==> src/hmer_defs.svh <==
// constant definitions for the halt mode entry and release controller
// assumes inclusion by the package, the design module and the checker only
`ifndef HMER_DEFS_SVH
`define HMER_DEFS_SVH
// register offsets on the plain register port
`define HMER_ADDR_SYSCTL1 4'h0
`define HMER_ADDR_WU_CTRL 4'h1
`define HMER_ADDR_WU_COUNT 4'h2
`define HMER_ADDR_STATUS 4'h3
`define HMER_ADDR_PC 4'h4
// field positions in system_control_one
`define HMER_BIT_HALT 7
`define HMER_BIT_RELEASE_MODE_SELECT 6
`define HMER_BIT_PORT_LATCH_DRIVE_ENABLE 4
// field positions in warmup_control
`define HMER_BIT_WARMUP_CLOCK_SELECT 1
// reset values
`define HMER_RST_SYSCTL1 8'h00
`define HMER_RST_WU_CTRL 8'h00
`define HMER_RST_WU_COUNT 8'h01
// warm-up counts in units of 16 source clocks; one machine cycle is 4 clocks
`define HMER_WU_UNIT 16
`define HMER_MACHINE_CYCLE 4
`endif

==> src/hmer_pkg.sv <==
// types for the halt mode entry and release controller
// assumes hmer_defs.svh in the same folder
`include "hmer_defs.svh"
package hmer_pkg;
   typedef enum logic [1:0] {hmer_run, hmer_halt, hmer_warmup} hmer_state_type;
   typedef struct packed
   {
      logic [3:0] addr;
      logic [7:0] wdata;
      logic wr;
      logic rd;
   } hmer_bus_type;
   typedef struct packed
   {
      logic hf_osc_en;
      logic lf_osc_en;
      logic core_run;
      logic port_drive;
      logic tg_clear;
   } hmer_ctl_type;
endpackage : hmer_pkg

==> src/hmer_ctrl.sv <==
// halt mode entry and release controller with its register port
// assumes wake inputs and resets come from outside the clk domain
//
// Summary of operation
// - writing halt bit one enters halt
// - halt stops both oscillators and core
// - state held; port drive follows enable bit
// - entering halt clears prescaler and divider
// - halted pc holds request address plus two
// - any reset ends halt, warm-up, single-clock
// - release by pin, key wakeup, voltage detect
// - release select one: level mode, pin high
// - level mode wakes on high pin
// - level mode ignores halt while pin high
// - warm-up completes even if pin drops
// - release select zero: rising edge wakes
// - edge mode halts even with pin high
// - edge within one machine cycle ignored
// - warm-up clock is the pre-halt clock
// - core stays stopped during warm-up
// - resume after halt, timing generator cleared
//
// The placing of the registers and strobed register access were left to the implementer.
`timescale 1ns/1ps
`include "hmer_defs.svh"
module hmer_ctrl
(
   input wire logic clk,
   input wire logic nrst,
   input wire logic ce,
   input wire hmer_pkg::hmer_bus_type bus,
   output logic [7:0] rdata,
   input wire logic [15:0] pc_in,
   input wire logic dual_clock,
   input wire logic release_pin,
   input wire logic key_wakeup,
   input wire logic volt_detect,
   input wire logic chip_reset_req,
   output hmer_pkg::hmer_ctl_type ctl,
   output logic [15:0] pc_hold,
   output logic wu_clk_lf
);
   import hmer_pkg::*;

   ///////////////////////////////////////////////////////////////////////
   // synchronisers for pin inputs
   logic [3:0] sync1;
   logic [3:0] sync2;
   logic pin_prev;
   always_ff @(posedge clk)
   begin
      if (!nrst)
      begin
         sync1 <= 4'h0;
         sync2 <= 4'h0;
         pin_prev <= 1'b0;
      end
      else if (ce)
      begin
         sync1 <= {chip_reset_req, volt_detect, key_wakeup, release_pin};
         sync2 <= sync1;
         pin_prev <= sync2[0];
      end
   end
   wire pin_level = sync2[0];
   wire key_s = sync2[1];
   wire volt_s = sync2[2];
   wire rst_s = sync2[3];
   wire pin_rise = pin_level & ~pin_prev;

   ///////////////////////////////////////////////////////////////////////
   // registers
   logic [7:0] sysctl1;
   logic [7:0] wu_ctrl;
   logic [7:0] wu_count;
   hmer_state_type state;
   logic [15:0] warm_cnt;
   logic [2:0] guard;
   logic lf_at_halt;
   logic reset_warm;

   wire release_mode_select = sysctl1[`HMER_BIT_RELEASE_MODE_SELECT];
   wire wr_sys = bus.wr & (bus.addr == `HMER_ADDR_SYSCTL1);
   wire wr_wuc = bus.wr & (bus.addr == `HMER_ADDR_WU_CTRL);
   wire wr_wud = bus.wr & (bus.addr == `HMER_ADDR_WU_COUNT);
   wire halt_req = wr_sys & bus.wdata[`HMER_BIT_HALT] & (state == hmer_run);
   wire halt_block = release_mode_select & pin_level;
   wire halt_go = halt_req & ~halt_block;
   wire guard_open = (guard == 3'h0);
   wire pin_wake = release_mode_select ? pin_level : (pin_rise & guard_open);
   wire wake = pin_wake | key_s | volt_s;
   wire [15:0] warm_load = {wu_count, 4'h0};
   wire warm_done = (warm_cnt == 16'h0001);

   ///////////////////////////////////////////////////////////////////////
   // read mux
   logic [7:0] next_rdata;
   always_comb
   begin
      next_rdata = 8'h00;
      unique case (bus.addr)
         `HMER_ADDR_SYSCTL1: next_rdata = sysctl1;
         `HMER_ADDR_WU_CTRL: next_rdata = wu_ctrl;
         `HMER_ADDR_WU_COUNT: next_rdata = wu_count;
         `HMER_ADDR_STATUS: next_rdata = {5'h00, reset_warm, state};
         `HMER_ADDR_PC: next_rdata = pc_hold[7:0];
         default: next_rdata = 8'h00;
      endcase
   end

   ///////////////////////////////////////////////////////////////////////
   // sequencer
   always_ff @(posedge clk)
   begin
      if (!nrst)
      begin
         sysctl1 <= `HMER_RST_SYSCTL1;
         wu_ctrl <= `HMER_RST_WU_CTRL;
         wu_count <= `HMER_RST_WU_COUNT;
         state <= hmer_warmup;
         warm_cnt <= 16'h0010;
         guard <= 3'h0;
         lf_at_halt <= 1'b0;
         reset_warm <= 1'b1;
         rdata <= 8'h00;
         ctl <= '0;
         pc_hold <= 16'h0000;
         wu_clk_lf <= 1'b0;
      end
      else if (ce)
      begin
         rdata <= bus.rd ? next_rdata : 8'h00;
         if (wr_wuc)
            wu_ctrl <= bus.wdata;
         if (wr_wud)
            wu_count <= bus.wdata;
         ctl.tg_clear <= 1'b0;
         if (guard != 3'h0)
            guard <= guard - 3'h1;
         if (rst_s)
         begin
            state <= hmer_warmup;
            sysctl1 <= `HMER_RST_SYSCTL1;
            reset_warm <= 1'b1;
            lf_at_halt <= 1'b0;
            warm_cnt <= warm_load;
            ctl <= '0;
         end
         else
         begin
            unique case (state)
               hmer_run:
               begin
                  if (wr_sys)
                     sysctl1 <= {1'b0, bus.wdata[6:0]};
                  ctl.core_run <= 1'b1;
                  ctl.hf_osc_en <= 1'b1;
                  ctl.lf_osc_en <= dual_clock;
                  ctl.port_drive <= sysctl1[`HMER_BIT_PORT_LATCH_DRIVE_ENABLE];
                  if (halt_go)
                  begin
                     state <= hmer_halt;
                     sysctl1[`HMER_BIT_HALT] <= 1'b1;
                     pc_hold <= pc_in + 16'h0002;
                     lf_at_halt <= dual_clock;
                     guard <= 3'(`HMER_MACHINE_CYCLE);
                     ctl.hf_osc_en <= 1'b0;
                     ctl.lf_osc_en <= 1'b0;
                     ctl.core_run <= 1'b0;
                     ctl.tg_clear <= 1'b1;
                     ctl.port_drive <= bus.wdata[`HMER_BIT_PORT_LATCH_DRIVE_ENABLE];
                  end
               end
               hmer_halt:
               begin
                  if (wake)
                  begin
                     state <= hmer_warmup;
                     warm_cnt <= warm_load;
                     wu_clk_lf <= lf_at_halt;
                     ctl.hf_osc_en <= ~lf_at_halt;
                     ctl.lf_osc_en <= lf_at_halt;
                  end
               end
               hmer_warmup:
               begin
                  ctl.core_run <= 1'b0;
                  if (warm_done)
                  begin
                     state <= hmer_run;
                     sysctl1[`HMER_BIT_HALT] <= 1'b0;
                     ctl.tg_clear <= 1'b1;
                     ctl.core_run <= 1'b1;
                     reset_warm <= 1'b0;
                  end
                  else
                     warm_cnt <= warm_cnt - 16'h0001;
                  if (reset_warm)
                  begin
                     ctl.hf_osc_en <= 1'b1;
                     wu_clk_lf <= 1'b0;
                  end
               end
               default: state <= hmer_run;
            endcase
         end
      end
   end
endmodule : hmer_ctrl

==> config.mk <==
export PLATFORM = sky130hd
export DESIGN_NAME = hmer_ctrl
export DESIGN_NICKNAME = d
export VERILOG_FILES = /design/src/hmer_pkg.sv /design/src/hmer_ctrl.sv
export VERILOG_INCLUDE_DIRS = /design/src
export SDC_FILE = /design/constraint.sdc
export NUM_CORES = 1
export LEC_CHECK = 0
export BUFFER_PORTS_ARGS = -buffer_cell sky130_fd_sc_hd__buf_2
export CAP_MARGIN = 0
export CELL_PAD_IN_SITES_DETAIL_PLACEMENT = 1
export CELL_PAD_IN_SITES_GLOBAL_PLACEMENT = 2
export CORE_MARGIN = 2
export CORE_UTILIZATION = 23
export DETAILED_ROUTE_END_ITERATION = 8
export MAX_ROUTING_LAYER = met4
export PLACE_DENSITY = 0.67
export SLEW_MARGIN = 20
export SYNTH_ARGS = -nofsm -noshare
export SYNTH_HDL_FRONTEND = slang
export SYNTH_SLANG_ARGS = --single-unit
==> constraint.sdc <==
create_clock -name clk -period 2.1 [get_ports clk]
set_input_delay 0.42 -clock clk [delete_from_list [all_inputs] [get_ports clk]]
set_output_delay 0.42 -clock clk [all_outputs]
set_load 0.05 [all_outputs]
Yosys cells after proc, flatten, opt, wreduce, memory -nomap -nowiden

Index checks and enable logic that the tools add are counted.

Register bits: 86
Input port bits: 38
Output and inout port bits: 30
Word-level logic and storage cells: 121

Add/sub/neg operators: 3
Equality and inequality tests: 15
Mux-type cells: 40
Bitwise operators: 15
Reduce and logical (&&, ||, !) cells: 28

Operators by type and width:

| cell                                                  | number |
|---|---|
| 2-to-1 mux 16 bit                                     | 3 |
| case mux 8 bit (5 select lines)                       | 1 |
| case mux 16 bit (2 select lines)                      | 1 |
| 2-to-1 mux 8 bit                                      | 3 |
| AND reduction 4 bit                                   | 5 |
| adder 16 x 2 -> 16 bit (second input constant)        | 1 |
| equality test 16 x 1 -> 1 bit (second input constant) | 1 |
| subtractor 16 x 1 -> 16 bit (second input constant)   | 1 |
| inequality test 3 bit (second input constant)         | 5 |
| 2-to-1 mux 1 bit                                      | 13 |
| 2-to-1 mux 3 bit                                      | 4 |
| AND reduction 3 bit                                   | 4 |
| nonzero test 2 bit                                    | 6 |
| nonzero test 3 bit                                    | 4 |
| 2-to-1 mux 2 bit                                      | 5 |
| 2-to-1 mux 5 bit                                      | 2 |
| case mux 1 bit (2 select lines)                       | 5 |
| AND 1 bit                                             | 9 |
| equality test 4 x 2 -> 1 bit (second input constant)  | 2 |
| AND reduction 2 bit                                   | 4 |
| 2-to-1 mux 7 bit                                      | 1 |
| case mux 2 bit (3 select lines)                       | 1 |
| AND reduction 5 bit                                   | 1 |
| equality test 4 x 1 -> 1 bit (second input constant)  | 1 |
| 13 further kinds                                      | 18 |

Longest topological paths before layout

Gate-level depths: netlist of run 1.

Depth after elaboration: 9
Gate-level depth with buffers: 10
Gate-level depth less buffers: 8

Worst setup path before layout of run 1

Ideal clock, no wire load.

Kind: register -> register
From: reg guard[0]
To: reg warm_cnt[15]
Setup time: 0.070 ns
Data arrival time: 1.894 ns
Data required time: 2.030 ns
Path slack: 0.136 ns
Stages on the path, launching flop included: 9
Path buffers: 0
Period minus slack after synthesis: 1.964 ns
Cells stage by stage: dfxtp_1 -> inv_1 -> ha_1 -> ha_1 -> nand2b_1 -> a211oi_1 -> o22ai_1 -> or4_1 -> a21boi_1

Word-level cells in the longest chain between the ends: 7

Ends and longest elaborated chain:

| item                                   | line             | source |
|---|---|---|
| from (decl)                            | hmer_ctrl.sv:78  | `logic [2:0] guard;` |
| from (signal assigned)                 | hmer_ctrl.sv:139 | `guard <= guard - 3'h1;` |
| from (signal assigned)                 | hmer_ctrl.sv:166 | `` guard <= 3'(`HMER_MACHINE_CYCLE); `` |
| zero test 3 bit                        | hmer_ctrl.sv:89  | `wire guard_open = (guard == 3'h0);` |
| AND 1 bit                              | hmer_ctrl.sv:90  | `wire pin_wake = release_mode_select ? pin_level : (pin_rise & guard_open);` |
| 2-to-1 mux 1 bit                       | hmer_ctrl.sv:90  |  |
| bitwise OR 1 bit (2 in series)         | hmer_ctrl.sv:91  | `wire wake = pin_wake \| key_s \| volt_s;` |
| inequality test 3 bit (no source line) | n/a              |  |
| AND reduction 4 bit (no source line)   | n/a              |  |
| to (signal assigned)                   | hmer_ctrl.sv:146 | `warm_cnt <= warm_load;` |
| to (signal assigned)                   | hmer_ctrl.sv:179 | `warm_cnt <= warm_load;` |
| to (signal assigned)                   | hmer_ctrl.sv:197 | `warm_cnt <= warm_cnt - 16'h0001;` |
| to (decl)                              | hmer_ctrl.sv:77  | `logic [15:0] warm_cnt;` |

No other way between the ends.
A chain may end at the register's enable or synchronous reset.

Final worst setup path of run 1

Ends and elaborated chain as after synthesis.

==> results of run 1 <==
[layout make-up]
class | count | area, um2
Tap cell | 265 | 331.6
Multi-Input combinational cell | 385 | 2556
Timing Repair Buffer | 108 | 668.1
Sequential cell | 86 | 1722
Fill cell | 2342 | 13580
Clock buffer | 10 | 239.0
Clock inverter | 6 | 92.59
Inverter | 22 | 82.58
[worst max-delay path by stage]
stage	cells past startpoint	slack (ns)	endpoint
finish	9	0.09	warm_cnt[15]$_SDFFE_PN0P_
global placement	10	-0.11	warm_cnt[9]$_SDFFE_PN0P_
CTS	9	0.005	warm_cnt[15]$_SDFFE_PN0P_
detailed placement	9	-0.19	warm_cnt[15]$_SDFFE_PN0P_
global route	9	-0.03	warm_cnt[15]$_SDFFE_PN0P_
floorplan	8	0.14	warm_cnt[15]$_SDFFE_PN0P_
[worst max-delay path: stages, from the launching register on]
cell	delay (ns)
dfxtp_1	0.32
inv_1	0.06
ha_1	0.16
ha_2	0.19
nand2b_1	0.08
a211oi_2	0.21
buf_4	0.18
o22ai_4	0.11
or4_1	0.49
a21boi_1	0.13
[registers in the layout (all words and copies together) (netlist names)]
register / count
sysctl1: 8
lf_at_halt: 1
reset_warm: 1
state: 2
ctl: 5
sync2: 4
wu_clk_lf: 1
pin_prev: 1
wu_count: 8
warm_cnt: 16
wu_ctrl: 8
pc_hold: 16
sync1: 4
rdata: 8
guard: 3
[power groups by stage]
stage / clock [mW] / combinational, mW / sequential, mW
detailed placement: 0 / 0.677 / 1.77
global placement: 0 / 0.659 / 1.77
CTS: 1.85 / 0.691 / 1.74
global route: 1.91 / 0.771 / 1.74
finish: 1.80 / 0.696 / 1.74
floorplan: 0 / 0.407 / 1.78
[repair_timing]
action                                  in CTS  in global routing
buffers inserted                             0                  2
gates resized for setup                      3                  7
endpoints found under the setup margin      11                 12
pin swaps                                    0                  2
[per-layer routing]
| layer | track usage | vias to the layer above |
|---|---|---|
| met3 | 0.03299 | 11 |
| li1 | - | 2069 |
| met4 | 0.04025 | 0 |
| met2 | 0.2506 | 64 |
| met1 | 0.1850 | 2043 |
| met5 | - | - |
[through the flow]
stage | setup WS [ns] | utilization | instance area [um2] | instances
after global placement | -0.1112 | 0.2752 | 5303 | 864
after CTS | 0.005329 | 0.2933 | 5653 | 880
after detailed placement | -0.1869 | 0.2752 | 5303 | 864
after global routing | -0.03362 | 0.2954 | 5692 | 882
final | 0.09105 | 0.2954 | 5692 | 882
after floorplan | 0.1359 | - | 4474 | 530
[cell families (layout without fill, tap and decap cells)]
| group | after synthesis | after routing |
|---|---|---|
| and+or+nand+nor | 188 | 188 |
| AOI/OAI and AO/OA | 136 | 136 |
| DFF | 86 | 86 |
| buffers and inverters | 59 | 146 |
| muxes | 37 | 37 |
| xor gates and xnor gates | 15 | 15 |
| adders and majority gates | 9 | 9 |
[cell usage in the layout (no fill, tap or decap), types with 3 or more instances in the layout]
master,n
buf_2,67
inv_1,21
o2bb2ai_1,5
nor2b_1,8
ha_1,8
nand3_1,14
nand2_1,38
nor2_1,53
buf_4,39
a21oi_1,32
o21ai_0,28
a21o_1,3
and2_1,14
nand4b_1,10
a32oi_1,7
nor4_1,6
o22ai_1,8
o31ai_1,5
or4_1,6
a22oi_1,3
a22o_1,4
mux2i_1,36
xor2_1,5
nor3_1,6
nand2b_1,11
dfxtp_1,86
nand4_1,6
o21a_1,5
clkbuf_16,9
xnor2_1,10
a211oi_1,13
==> results.json, run 1 <==
{
  "outcome": "finished clean",
  "clockPowerShare": 0.425,
  "dieArea_um2": 20590,
  "place_congestion": 0.8143,
  "grt_pass1_vias": 4380,
  "min-delay-path-class": "primary input to flip-flop",
  "p_sw_mw": 1.177,
  "numCtsBuffers": 9,
  "reg2reg_to": "warm_cnt[15]$_SDFFE_PN0P_",
  "critPathKind": "flip-flop to flip-flop",
  "fin_crit_ns": 2.009,
  "clkLatencyLatePin_ns": 0.35,
  "grt_util_all_layers": 0.1507,
  "synth_top_cell_by_area": "dfxtp_1",
  "synthTopCellsByArea": "dfxtp_1, mux2i_1, nor2_1, a21oi_1, nand2_1",
  "p_leak_nw": 2.227,
  "ant_nets": 0,
  "yosysSeqAreaShare": 0.3848,
  "ys_seq_elements": 86,
  "vias_per_cell": 4.747,
  "slew_viol_final": 0,
  "portBuffers": 67,
  "tightest_slew_ns": 0.4918,
  "r2r_start": "guard[0]$_SDFFE_PN0P_",
  "grt_overflow": 0,
  "dr_wl_met2_um": 7097,
  "dr.pass1.iters": 4,
  "synth_fa_ha_area_frac": 0.02517,
  "ys.flop_type": "dfxtp_1",
  "cp-start-kind": "flip-flop",
  "synthMuxAreaShare": 0.08305,
  "max-cap-violations": 0,
  "synth_compound_area_frac": 0.2005,
  "cp_max_fo": 8,
  "die_h_um": 143.5,
  "ff2ff_setup_slack_ns": 0.09,
  "cts_root_buffer": "clkbuf_16",
  "cp-end-kind": "flip-flop",
  "cts_tree": "done",
  "wl_met3_um": 537,
  "rows": 51,
  "dr_total_vias": 4187,
  "min_path_cells": 2,
  "grt_max_degree": 42,
  "synth_top_family_by_area": "simple AND/OR/NAND/NOR gates",
  "yosysMostFrequentCell": "dfxtp_1",
  "relSlewSlack": 0.6721,
  "synth_xor_xnor_area_share": 0.02936,
  "finalCritPeriodShare": 0.9566,
  "comb_power_share": 0.164,
  "synth_top_area_share": 0.3848,
  "clock_path_buffers": 2,
  "sw_frac_of_total": 0.2782,
  "areaGrowthSynthToFinish_pct": 27.21,
  "initial_core_util": 0.2322,
  "crit_start": "guard[0]$_SDFFE_PN0P_",
  "routedWlPerCell_um": 16.59,
  "setup_tns_ns": 0,
  "path_clk_slew_ns": 0.07,
  "finalWirelength_um": 14630,
  "cp.arrival_ns": 2.29,
  "synth_cells": 530,
  "cts.sinks": 86,
  "async_reset_ff_frac": 0,
  "final_nets": 659,
  "highest_layer": "met4",
  "yosys_warnings": 0,
  "internal_power_mw": 3.053,
  "rsz0062_at_grt": "true",
  "seq_power_share": 0.411,
  "netlist_area_um2": 4474,
  "grt_pass1_wl_um": 23400,
  "synth_simple_gate_area_frac": 0.2237,
  "fin_skew_ns": 0.01214,
  "max_freq_mhz": 497.8,
  "synth_edf_count": 0,
  "cts_hold_buf": 0,
  "ir_drop_mv": 0.3391,
  "drc": 0,
  "dp_hpwl_um": 11060,
  "antenna_found_initial": 0,
  "core_area_um2": 19270,
  "ys_top_cells_by_count": "dfxtp_1, nor2_1, nand2_1",
  "total_power_mw": 4.230,
  "setup-violations-final": 0,
  "synthesis.nets": 577,
  "fp.dieW_um": 143.5,
  "drive_gt1_frac": 0.2301,
  "p_per_area_nw_per_um2": 743.2,
  "crit_required_ns": 2.38,
  "avgSynthCellArea_um2": 8.442,
  "wl_met1_um": 6847,
  "drtIter0Drc": 206,
  "hold_end": "pc_hold[1]$_SDFFE_PN0P_",
  "hold_viol_final": 0,
  "ys_types": 61,
  "htreeDepth": 3,
  "worstHoldStart": "pc_in[1]",
  "whs_ns": 0.3029,
  "antenna_cells": 0,
  "ios": 68,
  "reg2regPathDepth": 9
}
No activity file was read; power rests on OpenSTA's default activity.
==> run 2: changes to the inputs <==
--- a/config.mk
+++ b/config.mk
@@ -15,6 +15,7 @@
 export DETAILED_ROUTE_END_ITERATION = 8
 export MAX_ROUTING_LAYER = met4
 export PLACE_DENSITY = 0.67
+export SETUP_SLACK_MARGIN = 0.4
 export SLEW_MARGIN = 20
 export SYNTH_ARGS = -nofsm -noshare
 export SYNTH_HDL_FRONTEND = slang
==> run 2 against run 1 <==
Net effect:
- sequential share of layout area down 4.4 points
- critical path type unchanged
- clock power up 4%
- non-clock buffer count up 32
- global-route usage up 1.4 points
- final cell count up 3.6%
- largest cell class unchanged
==> results.json, run 2 (synthesis gave the netlist of run 1 again) <==
{
  "outcome": "finished clean",
  "setup-violations-final": 0,
  "min-delay-path-class": "primary input to flip-flop",
  "rsz0062_at_grt": "true",
  "clock_path_buffers": 2,
  "cp.arrival_ns": 2.13,
  "path_clk_slew_ns": 0.06,
  "p_leak_nw": 2.578,
  "setup_slack_ns": 0.2052,
  "tightest_slew_ns": 0.4902,
  "cp_slowest_cell": "dfxtp_4",
  "dp_hpwl_um": 11180,
  "portBuffers": 67,
  "setup_tns_ns": 0,
  "antenna_found_initial": 0,
  "p_per_area_nw_per_um2": 680.1,
  "cts_tree": "done",
  "dp_slack_ns": 0.05009,
  "dr.pass1.iters": 4,
  "numCtsBuffers": 9,
  "routedWlPerCell_um": 17.83,
  "max_freq_mhz": 527.8,
  "drive_gt1_frac": 0.4176,
  "areaGrowthSynthToFinish_pct": 50.48,
  "cp_max_fo": 6,
  "fin_crit_ns": 1.895,
  "critPathKind": "flip-flop to flip-flop",
  "final_nets": 691,
  "fp.dieW_um": 143.5,
  "core_area_um2": 19270,
  "cts_root_buffer": "clkbuf_16",
  "top_regs": "pc_hold x16, warm_cnt x16",
  "crit_chain": "inv_4 -> ha_4 -> o21a_1 -> o31a_1 -> buf_6 -> o22ai_4 -> buf_6 -> nor3b_2 -> o21a_1",
  "grt_max_degree": 56,
  "ios": 68,
  "die_h_um": 143.5,
  "layout_common_cells": "dfxtp_1, buf_2, buf_4",
  "slowest_delay_ns": 0.38,
  "final_cell_area_um2": 6733,
  "place_congestion": 0.8659,
  "vias_per_cell": 4.804,
  "drc": 0,
  "whs_ns": 0.3200,
  "cp-end-kind": "flip-flop",
  "cts.sinks": 86,
  "grt_pass1_vias": 4614,
  "grt_util_all_layers": 0.1645,
  "max-cap-violations": 0,
  "grt_pass1_wl_um": 25550,
  "fin_skew_ns": 0.009970,
  "place_area_um2": 5364,
  "hold_viol_final": 0,
  "layout_commonest_cell": "dfxtp_1",
  "finalWirelength_um": 16300,
  "slew_viol_final": 0,
  "cp-start-kind": "flip-flop",
  "dieArea_um2": 20590,
  "initial_core_util": 0.2322,
  "finalCritPeriodShare": 0.9023,
  "antenna_cells": 0,
  "crit_required_ns": 2.33,
  "dr_total_vias": 4391,
  "relSlewSlack": 0.6720,
  "clkLatencyLatePin_ns": 0.35,
  "ir_drop_mv": 0.4608,
  "drtIter0Drc": 215,
  "grt_overflow": 0,
  "rows": 51,
  "fill_cells": 2255,
  "ant_nets": 0,
  "htreeDepth": 3
}
run 2: cell count changes in the layout (fill, tap and decap cells not counted), moves of 8 or more:
cell and delta:
buf_4 +8, a211oi_1 -12, buf_6 +14, o21ai_0 -16, a21oi_1 -16, a211oi_2 +11, a21oi_2 +15, dfxtp_1 -9
nor2_1 -9
run 2: cell type report:
type	count	area, um2	area share
clock buffers	9	225.2	0.03345
clock inverters	7	121.4	0.01803
inverters	22	93.84	0.01394
multi-input cells	385	3104	0.4611
flip-flops and latches	86	1740	0.2585
well taps	265	331.6	0.04925
repair buffers	140	1116	0.1658
run 2: power by group:
group / switching, mW / internal [mW]
Sequential: 0.0714 / 1.69
Combinational: 0.509 / 0.435
Clock: 0.711 / 1.17
run 2: per-stage QoR:
step,utilization,power (mW),cells
6_report,0.3494,4.579,914
5_1_grt,0.3494,4.789,914
4_1_cts,0.3339,4.545,899
3_5_place_dp,0.2783,2.467,854
3_3_place_gp,0.2783,2.446,854
2_1_floorplan,-,2.220,530
run 2: final timing paths:
| check | from | to | slack (ns) | cells after the start |
|---|---|---|---|---|
| worst min-delay path | pc_in[1] | pc_hold[1]$_SDFFE_PN0P_ | 0.32 | 2 |
| worst max-delay path | state[1]$_SDFFE_PN1P_ | warm_cnt[2]$_SDFFE_PN0P_ | 0.21 | 9 |
| worst min register to register | sysctl1[0]$_SDFFE_PN0P_ | sysctl1[0]$_SDFFE_PN0P_ | 0.46 | 2 |
| worst max register to register | state[1]$_SDFFE_PN1P_ | warm_cnt[2]$_SDFFE_PN0P_ | 0.21 | 9 |
run 2: metal layers:
metal | track usage | share of wire | up-vias
met3 | 0.03565 | 0.034 | 18
met2 | 0.2754 | 0.50 | 67
met5 | - | 0 | -
met4 | 0.04592 | 0.016 | 0
li1 | - | - | 2142
met1 | 0.2000 | 0.45 | 2164
run 2: repair_timing:
action | CTS | global route
cloned | 5 | 0
resized for setup | 108 | 47
pin swaps | 43 | 40
setup endpoints to repair | 49 | 50
hold buffers | 0 | 0
setup buffers | 24 | 15
run 2: worst max-delay path, delay by kind of cell (launching register included):
| kind | cells | cell delay [ns] |
|---|---|---|
| AOI/OAI and AO/OA | 4 | 0.87 |
| adders and majority gates | 1 | 0.17 |
| buffers and inverters | 3 | 0.33 |
| DFF | 1 | 0.38 |
| and+or+nand+nor | 1 | 0.04 |
